### config.mk
export PLATFORM = sky130hd
export DESIGN_NAME = psf_frontend
export DESIGN_NICKNAME = d
export VERILOG_FILES = /design/src/psf_pkg.sv /design/src/psf_stream_if.sv /design/src/psf_frontend.sv /design/src/psf_fifo.sv
export SDC_FILE = /design/constraint.sdc
export NUM_CORES = 1
export LEC_CHECK = 0
export BUFFER_PORTS_ARGS = -buffer_cell sky130_fd_sc_hd__clkbuf_2
export CORE_MARGIN = 2
export CORE_UTILIZATION = 40
export CTS_BUF_LIST = sky130_fd_sc_hd__clkbuf_2
export DETAILED_ROUTE_END_ITERATION = 6
export PLACE_DENSITY = 0.6
export SLEW_MARGIN = 10
export SYNTH_ARGS = -nofsm -noshare
export SYNTH_HDL_FRONTEND = slang
export SYNTH_SLANG_ARGS = --single-unit
### constraint.sdc
create_clock -name SYS_CLK -period 5.79 [get_ports SYS_CLK]
set_input_delay 0.2895 -clock SYS_CLK [delete_from_list [all_inputs] [get_ports SYS_CLK]]
set_output_delay 0.2895 -clock SYS_CLK [all_outputs]
set_load 0.01 [all_outputs]
### src/psf_pkg.sv
// Constants and types shared by the pixel serializer front end
package psf_pkg;

    // ****************************************************************
    // Timing
    // ****************************************************************
    localparam int SYS_CLK_PERIOD_PS = 20000;
    localparam int STANDBY_PERIOD_PS = 2000000;   // Clock below 500 kHz
    localparam int ACTIVE_PERIOD_PS  = 333333;    // Clock above 3 MHz
    // Least time: round up
    localparam int STANDBY_CYC = (STANDBY_PERIOD_PS + SYS_CLK_PERIOD_PS - 1) / SYS_CLK_PERIOD_PS;
    // Longest time: round down
    localparam int ACTIVE_CYC  = ACTIVE_PERIOD_PS / SYS_CLK_PERIOD_PS;
    localparam int GAP_W       = 7;

    // ****************************************************************
    // Frame layout
    // ****************************************************************
    localparam int FRAME_W      = 30;
    localparam int PAYLOAD_W    = 27;
    localparam int RGB_W        = 24;
    localparam int FRM_RGB_LSB  = 6;
    localparam int FRM_VS_POS   = 5;
    localparam int FRM_HS_POS   = 4;
    localparam int FRM_VALID_POS = 3;
    localparam int FRM_PAR_POS  = 2;
    localparam int FRM_RSV_LSB  = 0;
    localparam logic [1:0] FRM_RSV_VALUE = 2'h0;
    localparam int FIFO_DEPTH   = 8;

    // ****************************************************************
    // Lane modes
    // ****************************************************************
    localparam logic [1:0] MODE_ONE_LANE   = 2'h0;
    localparam logic [1:0] MODE_TWO_LANE   = 2'h1;
    localparam logic [1:0] MODE_THREE_LANE = 2'h2;
    localparam logic [4:0] BITS_ONE_LANE   = 5'h1E;
    localparam logic [4:0] BITS_TWO_LANE   = 5'h0F;
    localparam logic [4:0] BITS_THREE_LANE = 5'h0A;

    // ****************************************************************
    // Registers
    // ****************************************************************
    localparam logic [7:0]  ADDR_CTRL   = 8'h00;
    localparam logic [7:0]  ADDR_STATUS = 8'h04;
    localparam logic [7:0]  ADDR_FRAMES = 8'h08;
    localparam logic [7:0]  ADDR_LAST   = 8'h0C;
    localparam int          CTRL_CAP_EN_POS = 0;
    localparam logic [31:0] CTRL_RESET  = 32'h0000_0001;
    localparam int          ST_POWER_LSB = 0;
    localparam int          ST_MODE_LSB  = 2;
    localparam int          ST_OVF_POS   = 4;
    localparam int          ST_EMPTY_POS = 5;
    localparam int          ST_BUSY_POS  = 6;

    typedef enum logic [1:0] {
        PSF_SHUTDOWN = 2'b00,
        PSF_STANDBY  = 2'b01,
        PSF_ACTIVE   = 2'b10
    } psf_power_e;

endpackage : psf_pkg

### src/psf_stream_if.sv
// Stream interface between the front end and its frame FIFO
interface psf_stream_if #(parameter int WIDTH = 30);
    logic             wr_valid;
    logic             wr_ready;
    logic [WIDTH-1:0] wr_data;
    logic             rd_valid;
    logic             rd_ready;
    logic [WIDTH-1:0] rd_data;
    logic             flush;
    logic             empty;

    modport fifo (input wr_valid, wr_data, rd_ready, flush,
                  output wr_ready, rd_valid, rd_data, empty);
    modport user (output wr_valid, wr_data, rd_ready, flush,
                  input wr_ready, rd_valid, rd_data, empty);
endinterface : psf_stream_if

### src/psf_frontend.sv
// Pixel serializer front end: capture, framing, lanes, power, APB
// Behaviour
// - Bit clock is the system clock, not locked to pixel clock
// - Capture on edge chosen by select
// - Up to three lanes plus forwarded clock
// - Stopped pixel clock gives standby
// - Input order red-green-blue, reversed when enabled
// - Reversal maps colour bus bit n to 23-n
// - Two select inputs choose lane count
// - Shutdown, standby, active power states
// - Select 00/01/10 gives 30/15/10 bits
// - Transmitter off: shutdown, everything released
// - Odd parity over 27 payload bits
// - Standby below 500 kHz, active above 3 MHz
module psf_frontend (
    input  wire logic        SYS_CLK,
    input  wire logic        RST_B,
    input  wire logic        PIXEL_CLOCK,
    input  wire logic [23:0] PIXEL_RGB,
    input  wire logic        VERTICAL_SYNC,
    input  wire logic        HORIZONTAL_SYNC,
    input  wire logic        PIXEL_VALID,
    input  wire logic        LATCH_EDGE_SELECT,
    input  wire logic        BUS_REVERSAL,
    input  wire logic        LANE_SELECT_BIT0,
    input  wire logic        LANE_SELECT_BIT1,
    input  wire logic        TRANSMITTER_ON,
    output logic             SERIAL_LANE_0,
    output logic             SERIAL_LANE_0_OE,
    output logic             SERIAL_LANE_1,
    output logic             SERIAL_LANE_1_OE,
    output logic             SERIAL_LANE_2,
    output logic             SERIAL_LANE_2_OE,
    output logic             SERIAL_CLOCK_LANE,
    output logic             SERIAL_CLOCK_LANE_OE,
    input  wire logic        PSEL,
    input  wire logic        PENABLE,
    input  wire logic        PWRITE,
    input  wire logic [7:0]  PADDR,
    input  wire logic [31:0] PWDATA,
    output logic [31:0]      PRDATA,
    output logic             PREADY,
    output logic             PSLVERR
);

    // ****************************************************************
    // State
    // ****************************************************************
    typedef struct packed {
        logic                     pclk_s1;
        logic                     pclk_s2;
        logic                     pclk_s3;
        logic [26:0]              din_s1;
        logic [26:0]              din_s2;
        logic [4:0]               ctl_s1;
        logic [4:0]               ctl_s2;
        psf_pkg::psf_power_e      power;
        logic [psf_pkg::GAP_W-1:0] gap;
        logic [29:0]              shreg;
        logic [4:0]               bit_cnt;
        logic [4:0]               bits;
        logic                     busy;
        logic                     cap_en;
        logic                     ovf;
        logic [31:0]              frames;
        logic [29:0]              last_frame;
        logic [31:0]              prdata;
        logic                     pready;
        logic                     pslverr;
        logic [2:0]               lane;
        logic [2:0]               lane_oe;
        logic                     clk_out;
        logic                     clk_oe;
    } psf_state_s;

    psf_state_s r_reg;
    psf_state_s r_next;

    psf_stream_if #(.WIDTH(psf_pkg::FRAME_W)) fifo_st ();

    psf_fifo #(
        .WIDTH (psf_pkg::FRAME_W),
        .DEPTH (psf_pkg::FIFO_DEPTH)
    ) u_fifo (
        .SYS_CLK (SYS_CLK),
        .RST_B   (RST_B),
        .st      (fifo_st)
    );

    // ****************************************************************
    // Functions
    // ****************************************************************
    // Bits per lane for a lane mode, zero when reserved
    function automatic logic [4:0] bits_per_lane(input logic [1:0] mode);
        case (mode)
            psf_pkg::MODE_ONE_LANE:   bits_per_lane = psf_pkg::BITS_ONE_LANE;
            psf_pkg::MODE_TWO_LANE:   bits_per_lane = psf_pkg::BITS_TWO_LANE;
            psf_pkg::MODE_THREE_LANE: bits_per_lane = psf_pkg::BITS_THREE_LANE;
            default:                  bits_per_lane = 5'h00;
        endcase
    endfunction

    // Whole colour bus reversed end for end
    function automatic logic [23:0] reverse24(input logic [23:0] v);
        logic [23:0] o;
        o = '0;
        for (int i = 0; i < 24; i++) begin
            o[i] = v[23-i];
        end
        return o;
    endfunction

    // Register address match
    function automatic logic addr_is(input logic [7:0] a, input logic [7:0] ref_a);
        return (a == ref_a);
    endfunction

    // ****************************************************************
    // Next state
    // ****************************************************************
    logic        rise;
    logic        fall;
    logic        cap_edge;
    logic        txon;
    logic [1:0]  mode;
    logic [4:0]  bpl;
    logic [23:0] rgb;
    logic [29:0] frame;
    logic        load;
    logic        setup;
    logic        wr_acc;
    logic        mapped;
    logic [31:0] rd_val;

    assign fifo_st.wr_valid = cap_edge && (r_reg.power == psf_pkg::PSF_ACTIVE) && r_reg.cap_en;
    assign fifo_st.wr_data  = frame;
    assign fifo_st.rd_ready = load;
    assign fifo_st.flush    = (r_reg.power != psf_pkg::PSF_ACTIVE);

    always_comb begin
        r_next   = r_reg;
        // Input synchronisers
        r_next.pclk_s1 = PIXEL_CLOCK;
        r_next.pclk_s2 = r_reg.pclk_s1;
        r_next.pclk_s3 = r_reg.pclk_s2;
        r_next.din_s1  = {PIXEL_RGB, VERTICAL_SYNC, HORIZONTAL_SYNC, PIXEL_VALID};
        r_next.din_s2  = r_reg.din_s1;
        r_next.ctl_s1  = {TRANSMITTER_ON, LANE_SELECT_BIT1, LANE_SELECT_BIT0,
                          BUS_REVERSAL, LATCH_EDGE_SELECT};
        r_next.ctl_s2  = r_reg.ctl_s1;

        rise     = r_reg.pclk_s2 && !r_reg.pclk_s3;
        fall     = !r_reg.pclk_s2 && r_reg.pclk_s3;
        cap_edge = r_reg.ctl_s2[0] ? fall : rise;
        txon     = r_reg.ctl_s2[4];
        mode     = r_reg.ctl_s2[3:2];
        bpl      = bits_per_lane(mode);

        // Frame assembly from the captured word
        rgb = r_reg.ctl_s2[1] ? reverse24(r_reg.din_s2[26:3])
                              : r_reg.din_s2[26:3];
        frame = '0;
        frame[psf_pkg::FRM_RGB_LSB +: psf_pkg::RGB_W] = rgb;
        frame[psf_pkg::FRM_VS_POS]    = r_reg.din_s2[2];
        frame[psf_pkg::FRM_HS_POS]    = r_reg.din_s2[1];
        frame[psf_pkg::FRM_VALID_POS] = r_reg.din_s2[0];
        frame[psf_pkg::FRM_PAR_POS]   = ~(^frame[psf_pkg::FRM_VALID_POS +: psf_pkg::PAYLOAD_W]);
        frame[psf_pkg::FRM_RSV_LSB +: 2] = psf_pkg::FRM_RSV_VALUE;

        // Power state and pixel clock monitor
        if (!txon) begin
            r_next.power = psf_pkg::PSF_SHUTDOWN;
            r_next.gap   = '0;
        end else if (rise) begin
            r_next.gap = '0;
            if (r_reg.gap < psf_pkg::GAP_W'(psf_pkg::ACTIVE_CYC)) begin
                r_next.power = psf_pkg::PSF_ACTIVE;
            end else if (r_reg.power == psf_pkg::PSF_SHUTDOWN) begin
                r_next.power = psf_pkg::PSF_STANDBY;
            end
        end else begin
            if (r_reg.gap < psf_pkg::GAP_W'(psf_pkg::STANDBY_CYC)) begin
                r_next.gap = r_reg.gap + 1'b1;
            end else begin
                r_next.power = psf_pkg::PSF_STANDBY;
            end
            if (r_reg.power == psf_pkg::PSF_SHUTDOWN) begin
                r_next.power = psf_pkg::PSF_STANDBY;
            end
        end

        // Capture bookkeeping; overflow set wins over clear
        if (fifo_st.wr_valid) begin
            r_next.last_frame = frame;
        end

        // Serializer: one bit per lane each cycle
        load = 1'b0;
        if (r_reg.power != psf_pkg::PSF_ACTIVE || bpl == 5'h00) begin
            r_next.busy    = 1'b0;
            r_next.bit_cnt = '0;
        end else if (r_reg.busy && r_reg.bit_cnt != r_reg.bits - 5'h01) begin
            r_next.shreg   = {r_reg.shreg[28:0], 1'b0};
            r_next.bit_cnt = r_reg.bit_cnt + 5'h01;
        end else begin
            load = fifo_st.rd_valid;
            r_next.busy    = fifo_st.rd_valid;
            r_next.shreg   = fifo_st.rd_data;
            r_next.bit_cnt = '0;
            r_next.bits    = bpl;
            if (fifo_st.rd_valid) begin
                r_next.frames = r_reg.frames + 32'h0000_0001;
            end
        end

        // Lane taps: lane i carries its slice of the frame MSB first
        for (int i = 0; i < 3; i++) begin
            r_next.lane[i] = r_next.busy && (i <= int'(mode)) &&
                             r_next.shreg[29 - i * int'(r_next.bits)];
            r_next.lane_oe[i] = (r_next.power == psf_pkg::PSF_ACTIVE) &&
                                (bpl != 5'h00) && (i <= int'(mode));
        end
        // Forwarded clock is the bit clock divided by bits per lane
        r_next.clk_out = r_next.busy && (r_next.bit_cnt < (r_next.bits >> 1));
        r_next.clk_oe  = (r_next.power == psf_pkg::PSF_ACTIVE);

        // APB slave, zero wait: answer registered in the setup cycle
        setup  = PSEL && !PENABLE;
        wr_acc = PSEL && PENABLE && r_reg.pready && PWRITE;
        mapped = addr_is(PADDR, psf_pkg::ADDR_CTRL) || addr_is(PADDR, psf_pkg::ADDR_STATUS) ||
                 addr_is(PADDR, psf_pkg::ADDR_FRAMES) || addr_is(PADDR, psf_pkg::ADDR_LAST);
        rd_val = '0;
        if (addr_is(PADDR, psf_pkg::ADDR_CTRL)) begin
            rd_val[psf_pkg::CTRL_CAP_EN_POS] = r_reg.cap_en;
        end else if (addr_is(PADDR, psf_pkg::ADDR_STATUS)) begin
            rd_val[psf_pkg::ST_POWER_LSB +: 2] = r_reg.power;
            rd_val[psf_pkg::ST_MODE_LSB +: 2]  = mode;
            rd_val[psf_pkg::ST_OVF_POS]        = r_reg.ovf;
            rd_val[psf_pkg::ST_EMPTY_POS]      = fifo_st.empty;
            rd_val[psf_pkg::ST_BUSY_POS]       = r_reg.busy;
        end else if (addr_is(PADDR, psf_pkg::ADDR_FRAMES)) begin
            rd_val = r_reg.frames;
        end else if (addr_is(PADDR, psf_pkg::ADDR_LAST)) begin
            rd_val[29:0] = r_reg.last_frame;
        end
        r_next.pready  = setup;
        r_next.pslverr = setup && !mapped;
        r_next.prdata  = (setup && !PWRITE) ? rd_val : 32'h0000_0000;

        // Register writes at the access edge
        if (wr_acc && addr_is(PADDR, psf_pkg::ADDR_CTRL)) begin
            r_next.cap_en = PWDATA[psf_pkg::CTRL_CAP_EN_POS];
        end
        if (wr_acc && addr_is(PADDR, psf_pkg::ADDR_STATUS) && PWDATA[psf_pkg::ST_OVF_POS]) begin
            r_next.ovf = 1'b0;
        end
        if (fifo_st.wr_valid && !fifo_st.wr_ready) begin
            r_next.ovf = 1'b1;
        end
    end

    // State register
    always_ff @(posedge SYS_CLK) begin
        if (!RST_B) begin
            r_reg        <= '0;
            r_reg.cap_en <= psf_pkg::CTRL_RESET[psf_pkg::CTRL_CAP_EN_POS];
        end else begin
            r_reg <= r_next;
        end
    end

    // Outputs straight from the state register
    assign SERIAL_LANE_0        = r_reg.lane[0];
    assign SERIAL_LANE_0_OE     = r_reg.lane_oe[0];
    assign SERIAL_LANE_1        = r_reg.lane[1];
    assign SERIAL_LANE_1_OE     = r_reg.lane_oe[1];
    assign SERIAL_LANE_2        = r_reg.lane[2];
    assign SERIAL_LANE_2_OE     = r_reg.lane_oe[2];
    assign SERIAL_CLOCK_LANE    = r_reg.clk_out;
    assign SERIAL_CLOCK_LANE_OE = r_reg.clk_oe;
    assign PRDATA               = r_reg.prdata;
    assign PREADY               = r_reg.pready;
    assign PSLVERR              = r_reg.pslverr;

endmodule // psf_frontend

### src/psf_fifo.sv
// Frame FIFO with valid and ready on both sides
module psf_fifo #(
    parameter int WIDTH = 30,
    parameter int DEPTH = 8
) (
    input  wire logic   SYS_CLK,
    input  wire logic   RST_B,
    psf_stream_if.fifo  st
);
    localparam int PW = $clog2(DEPTH);

    typedef struct packed {
        logic [DEPTH-1:0][WIDTH-1:0] mem;
        logic [PW:0]                 wptr;
        logic [PW:0]                 rptr;
    } psf_fifo_s;

    psf_fifo_s r_reg;
    psf_fifo_s r_next;
    logic      full;
    logic      empty;

    // Full when pointers differ only in the wrap bit
    assign full  = (r_reg.wptr[PW] != r_reg.rptr[PW]) &&
                   (r_reg.wptr[PW-1:0] == r_reg.rptr[PW-1:0]);
    assign empty = (r_reg.wptr == r_reg.rptr);
    assign st.wr_ready = !full;
    assign st.rd_valid = !empty;
    assign st.rd_data  = r_reg.mem[r_reg.rptr[PW-1:0]];
    assign st.empty    = empty;

    // Pointer and storage update
    always_comb begin
        r_next = r_reg;
        if (st.flush) begin
            r_next.wptr = '0;
            r_next.rptr = '0;
        end else begin
            if (st.wr_valid && !full) begin
                r_next.mem[r_reg.wptr[PW-1:0]] = st.wr_data;
                r_next.wptr = r_reg.wptr + 1'b1;
            end
            if (st.rd_ready && !empty) begin
                r_next.rptr = r_reg.rptr + 1'b1;
            end
        end
    end

    // State register
    always_ff @(posedge SYS_CLK) begin
        if (!RST_B) begin
            r_reg <= '0;
        end else begin
            r_reg <= r_next;
        end
    end

endmodule // psf_fifo

-- Word-level counts from Yosys, hierarchy flattened
Cells that the tools add are included.
- register bits after elaboration: 469
- input bits: 78
- output and inout port bits: 42
- logic and storage cells: 165
- $add $sub $neg: 8
- magnitude comparators: 10
- equal/unequal tests: 12
- mux-type cells: 35
- bitwise logic cells: 9
- reduce and logical (&&, ||, !) cells: 54
- operators by type and width (operator ; count):
    $bwmux 240 ; 1
    $mux 30 ; 5
    $bmux 30 s3 ; 1
    $demux 30 s3 ; 1
    $mux 35 ; 1
    $add 32x1->32 const B ; 1
    $logic_and 1x1->1 ; 28
    $reduce_xor 27->1 ; 1
    $mux 24 ; 1
    $mux 9 ; 2
    $eq 8x4->1 const B ; 2
    $pmux 5 s3 ; 1
    $lt 7x7->1 const B ; 2
    $mux 7 ; 2
    $mux 1 ; 11
    $bmux 1 s5 ; 2
    $mux 5 ; 2
    $not 1->1 ; 9
    $add 4x1->4 const B ; 2
    $eq 8x3->1 const B ; 1
    $logic_not 8->1 ; 1
    $lt 3x4->1 const B ; 2
    $mux 2 ; 4
    $add 7x1->7 const B ; 1
    other kinds (30) ; 44

-- Logic depth before layout (Yosys ltp)
- depth after elaboration: 10
- depth in mapped cells: 17
- mapped depth without buffers: 14

-- Hierarchy
A second synthesis with hierarchy kept.
- cell total of the unflattened synthesis: 2016
- area total of the unflattened synthesis: 20624.8 um^2
- by module, submodules not included (module ; instances ; cells each ; area each (um^2) ; sequential area each (um^2)):
    psf_fifo ; 1 ; 985 ; 10903.0 ; 4964.8
    psf_frontend ; 1 ; 1031 ; 9721.8 ; 4424.2

-- Worst setup path before layout
No wires, ideal clock.
- kind: register to register
- from: register r_reg[108] (netlist bit)
- to: register r_reg (netlist bit SERIAL_LANE_1)
- setup time: 86 ps
- arrival time: 3692 ps
- slack: 2012 ps
- stages on the path, launching flop included: 18
- buffers on the path: 3
- path through: dfxtp_1 > buf_2 > inv_1 > ha_1 > nand3b_1 > a21boi_1 > o311ai_2 > buf_4 > a21oi_4 > nor2_1 > inv_2 > ha_1 > clkbuf_1 > clkinv_1 > mux2i_1 > a221oi_1 > o21ai_1 > a221oi_2
- RTL lines (item ; line ; text):
    start, declared ; psf_frontend.sv:76 ; psf_state_s r_reg;
    start signal, assigned ; psf_frontend.sv:268 ; r_reg <= r_next;

-- Worst setup path in the final report
- from: register r_reg[108] (netlist bit)
- to: register r_reg (netlist bit SERIAL_LANE_1)
- word-level cells in the longest chain between the ends: 10
- elaborated cells on any way between the ends: 14
- classes of those cells: add/sub: 2; eq/ne: 1; mux: 8; reduce/logical: 3
- ends and longest elaborated chain (item ; line ; text):
    $sub 5x1->5 ; psf_frontend.sv:202 ; end else if (r_reg.busy && r_reg.bit_cnt != r_reg.bits - 5'h01) begin
    $ne 5x5->1 ; psf_frontend.sv:202 ;
    $logic_and 1x1->1 ; psf_frontend.sv:202 ;
    $mux 6 ; psf_frontend.sv:202 ;
    $mux 5 ; psf_frontend.sv:199 ; if (r_reg.power != psf_pkg::PSF_ACTIVE || bpl == 5'h00) begin
    $sub 5x5->6 ; psf_frontend.sv:219 ; r_next.shreg[29 - i * int'(r_next.bits)];
    $bmux 1 s5 ; psf_frontend.sv:219 ;
    $mux 1 (not written as such) (2 in a row) ; psf_frontend.sv:219 ;
    $logic_and 1x1->1 * ; psf_frontend.sv:218 ; r_next.lane[i] = r_next.busy && (i <= int'(mode)) &&
Mark *: on every way between the ends. The rest lies on a longest branch, timed or not. The select of a mux whose other input is x is not followed.
A chain may end at the register's enable or synchronous reset.

==> load_flow_metrics.sql <==
INSERT INTO impl_metrics (metric_group, metric, value, unit) VALUES
('hold_path', 'hp_class', 'input pin to flip-flop', ''),
('die', 'start_util', '0.4060', ''),
('routing', 'drt-wirelength-per-cell', '17.78', 'um'),
('place', 'hpwl', '31420', 'um'),
('setup_path', 'worst_ep_required_time', '6750', 'ps'),
('logic_synthesis', 'synth_enable_flop_cells', '0', ''),
('clock_tree', 'cts_tree', 'built', ''),
('routing', 'iteration_0_drc_count_of_the_detailed_router', '892', ''),
('logic_synthesis', 'synth_area_leader_cell', 'sky130_fd_sc_hd__dfxtp_1', ''),
('logic_synthesis', 'syn-mean-instance-area', '9.902', 'um2'),
('setup_path', 'cp_slowest_stage_delay', '580', 'ps'),
('timing', 'fin_worst_skew', '118.0', 'ps'),
('clock_tree', 'cts.clk_slew.worst_paths', '110', 'ps'),
('timing', 'final_hold_vio_count', '0', ''),
('setup_path', 'register_to_register_setup_slack', '1610', 'ps'),
('finish', 'finish.net_count', '2192', ''),
('place', 'dp_slack', '1657', 'ps'),
('logic_synthesis', 'syn-instance-count', '1913', ''),
('die', 'placeableCoreArea', '0.04665', 'mm2'),
('global_route', 'grt_first_pass_wirelength', '79380', 'um'),
('setup_path', 'worstPathArrival', '5140', 'ps'),
('flow_run', 'max_cap_violations', '0', ''),
('logic_synthesis', 'synth.yosys.warnings', '0', ''),
('clock_tree', 'cts.repair_timing.setup_buffer_count', '0', ''),
('timing', 'period_minus_slack', '4184', 'ps'),
('global_route', 'global_route.usage.total', '0.2026', ''),
('die', 'io_pins', '120', ''),
('place', 'io_buffers', '89', ''),
('finish', 'largest_reg_flops', '232', ''),
('global_route', 'grt_max_degree', '213', ''),
('routing', 'antenna_left', '0', ''),
('logic_synthesis', 'synth_commonest_cells', '453 x sky130_fd_sc_hd__dfxtp_1, 344 x sky130_fd_sc_hd__nor2_1, 241 x sky130_fd_sc_hd__a211oi_1, 118 x sky130_fd_sc_hd__clkbuf_1, 106 x sky130_fd_sc_hd__and2_1', ''),
('die', 'die_w', '221.6', 'um'),
('setup_path', 'setup.worst_path.start_class', 'flip-flop', ''),
('timing', 'tightestPinTransition', '1140', 'ps'),
('clock_tree', 'cts_buffers', '116', ''),
('timing', 'setup_viol', '0', ''),
('setup_path', 'reg2reg_to', 'SERIAL_LANE_1', ''),
('routing', 'routed_via_density', '5.291', ''),
('global_route', 'grt_antenna_before_repair', '3', ''),
('place', 'routabilityCongestion', '0.8634', ''),
('die', 'num_rows', '79', ''),
('pwr', 'total_leakage_power', '0.007751', 'uW'),
('logic_synthesis', 'synth_most_common_cell', 'sky130_fd_sc_hd__dfxtp_1', ''),
('status', 'failed_checks', 'design-rule violations', ''),
('routing', 'drt_wl_total', '49790', 'um'),
('setup_path', 'timing.critical_path.max_delay_family', 'compound AO/OA/AOI/OAI gates', ''),
('routing', 'drt-pass1-iter-count', '6', ''),
('timing', 'final_clock_period_utilization_by_the_worst_path', '0.7227', ''),
('logic_synthesis', 'synthArstFlopShare', '0', ''),
('pwr', 'pwr_density_cell', '253.8', 'mW/mm2'),
('timing', 'maxSlewHeadroom', '0.2403', ''),
('timing', 'pins_over_slew_limit', '0', ''),
('finish', 'multi_input_gate_area_in_the_final_layout', '0.009010', 'mm2'),
('routing', 'drcViolationCount', '18', ''),
('logic_synthesis', 'post-synth-top-area-fraction', '0.4788', ''),
('status', 'outcome', 'complete, but fails checks', ''),
('timing', 'grt_setup_unrepaired', 'no', ''),
('routing', 'routed-via-count', '14820', ''),
('timing', 'tns', '0', 'ps'),
('finish', 'regArea', '0.009076', 'mm2'),
('setup_path', 'criticalPathCategory', 'flip-flop to flip-flop', ''),
('setup_path', 'startpoint_of_the_lowest_slack_register_to_register_path', 'r_reg[108]', ''),
('setup_path', 'ordered_cell_list_for_the_critical_path', 'inv_1 > ha_1 > nand3b_1 > a21boi_1 > o311ai_4 > buf_4 > a21oi_1 > a21oi_2 > inv_1 > ha_1 > clkinv_1 > mux2i_1 > a221oi_1 > o21ai_1 > a221oi_2', ''),
('finish', 'drive_above_1_share', '0.1877', ''),
('logic_synthesis', 'ys_types', '73', ''),
('setup_path', 'timing.critical_path.to_type', 'flip-flop', ''),
('hold_path', 'min_to', 'PRDATA[4]', ''),
('logic_synthesis', 'synth-seq-area-share', '0.4788', ''),
('clock_tree', 'cts.sinks', '453', ''),
('finish', 'fillers', '4501', '');
==> power by group <==
| group | leakage [uW] | switching [uW] | internal (uW) | total [uW] |
|---|---|---|---|---|
| logic | 0.00330 | 158 | 125 | 283 |
| clock network | 0.000787 | 1280 | 860 | 2140 |
| registers | 0.00366 | 20.3 | 3140 | 3160 |
==> layout by cell type (no fill, tap or decap), types with 6 or more instances in the layout <==
master                          count
sky130_fd_sc_hd__dfxtp_1          449
sky130_fd_sc_hd__nor2_1           338
sky130_fd_sc_hd__clkbuf_2         254
sky130_fd_sc_hd__a211oi_1         241
sky130_fd_sc_hd__dlygate4sd3_1    121
sky130_fd_sc_hd__and2_1           106
sky130_fd_sc_hd__mux2i_1           81
sky130_fd_sc_hd__nand2_1           55
sky130_fd_sc_hd__mux4_2            53
sky130_fd_sc_hd__buf_4             46
sky130_fd_sc_hd__xor2_1            41
sky130_fd_sc_hd__xnor2_1           40
sky130_fd_sc_hd__clkinv_1          31
sky130_fd_sc_hd__a21oi_1           25
sky130_fd_sc_hd__a22o_1            25
sky130_fd_sc_hd__nand3_1           24
sky130_fd_sc_hd__nor3_1            20
sky130_fd_sc_hd__o21ai_0           16
sky130_fd_sc_hd__nor2b_1           13
sky130_fd_sc_hd__mux2i_2           13
sky130_fd_sc_hd__nand4_1           12
sky130_fd_sc_hd__and3_1            11
sky130_fd_sc_hd__ha_1              11
sky130_fd_sc_hd__nor4_1            10
sky130_fd_sc_hd__inv_1              9
sky130_fd_sc_hd__a311o_1            9
sky130_fd_sc_hd__nand2b_1           8
sky130_fd_sc_hd__a221oi_1           8
sky130_fd_sc_hd__a31oi_1            8
sky130_fd_sc_hd__or3_1              6
sky130_fd_sc_hd__o31ai_1            6
sky130_fd_sc_hd__nor2_4             6
==> timing repair <==
item | 4_1_cts | 5_1_grt
hold buffers | 121 | 0
gates resized for setup | 0 | 0
hold endpoints to repair | 218 | 0
==> worst register-to-register path, cell delays in order, from the launching register on <==
cell                       delay [ps]
sky130_fd_sc_hd__dfxtp_1          580
sky130_fd_sc_hd__inv_1            180
sky130_fd_sc_hd__ha_1             270
sky130_fd_sc_hd__nand3b_1         100
sky130_fd_sc_hd__a21boi_1         110
sky130_fd_sc_hd__o311ai_4         290
sky130_fd_sc_hd__buf_4            380
sky130_fd_sc_hd__a21oi_1          200
sky130_fd_sc_hd__a21oi_2          300
sky130_fd_sc_hd__inv_1             80
sky130_fd_sc_hd__ha_1             450
sky130_fd_sc_hd__clkinv_1         310
sky130_fd_sc_hd__mux2i_1          190
sky130_fd_sc_hd__a221oi_1         270
sky130_fd_sc_hd__o21ai_1          130
sky130_fd_sc_hd__a221oi_2         280
==> worst max path at each step <==
| stage | slack [ps] | endpoint | startpoint | cells past startpoint |
|---|---|---|---|---|
| 2_1_floorplan | 2010 | SERIAL_LANE_1 | r_reg[108] | 17 |
| 3_3_place_gp | 1730 | SERIAL_LANE_1 | r_reg[108] | 15 |
| 3_5_place_dp | 1660 | SERIAL_LANE_1 | r_reg[108] | 15 |
| 4_1_cts | 1610 | SERIAL_LANE_1 | r_reg[108] | 15 |
| 5_1_grt | 1270 | SERIAL_LANE_1 | r_reg[108] | 15 |
| 6_report | 1610 | SERIAL_LANE_1 | r_reg[108] | 15 |
==> through the flow <==
step	cells	area [um2]	power, uW	util	hold WS, ps
floorplan	1913	18940	3370	-	411.9
global placement	2471	19720	3451	0.4226	417.5
detailed placement	2471	19720	3454	0.4226	416.9
CTS	2797	21970	5664	0.4709	58.73
global route	2798	21970	5863	0.4710	148.2
finish	2800	21980	5579	0.4711	184.5
==> kinds of logic (layout without fill, tap and decap cells) <==
| group | Yosys count | after routing | synth area share |
|---|---|---|---|
| and+or+nand+nor | 626 | 626 | 0.1525 |
| DFF | 453 | 453 | 0.4788 |
| muxes | 156 | 156 | 0.1206 |
| xor gates and xnor gates | 82 | 82 | 0.03831 |
| adders and majority gates | 11 | 11 | 0.007266 |
| other | 0 | 3 | 0 |
| AOI/OAI and AO/OA | 386 | 386 | 0.1530 |
| buffers and inverters | 199 | 476 | 0.04954 |
==> metal layers <==
metal | vias up | wire length, um | track usage
li1 | 7255 | - | -
met1 | 7072 | 22610 | 0.2613
met2 | 423 | 22570 | 0.3215
met3 | 66 | 3451 | 0.05433
met4 | 0 | 1168 | 0.08348
met5 | - | 0 | 0
==> cell type report <==
type,count,area share
inverter,14,0.002733
clock buffer,166,0.03780
tap,607,0.03456
clock inverter,39,0.009678
antenna,3,0.0003416
sequential,453,0.4130
multi-input combinational,1261,0.4099
timing repair buffer,257,0.09200
Note: power is estimated with default switching activity, not from simulation.
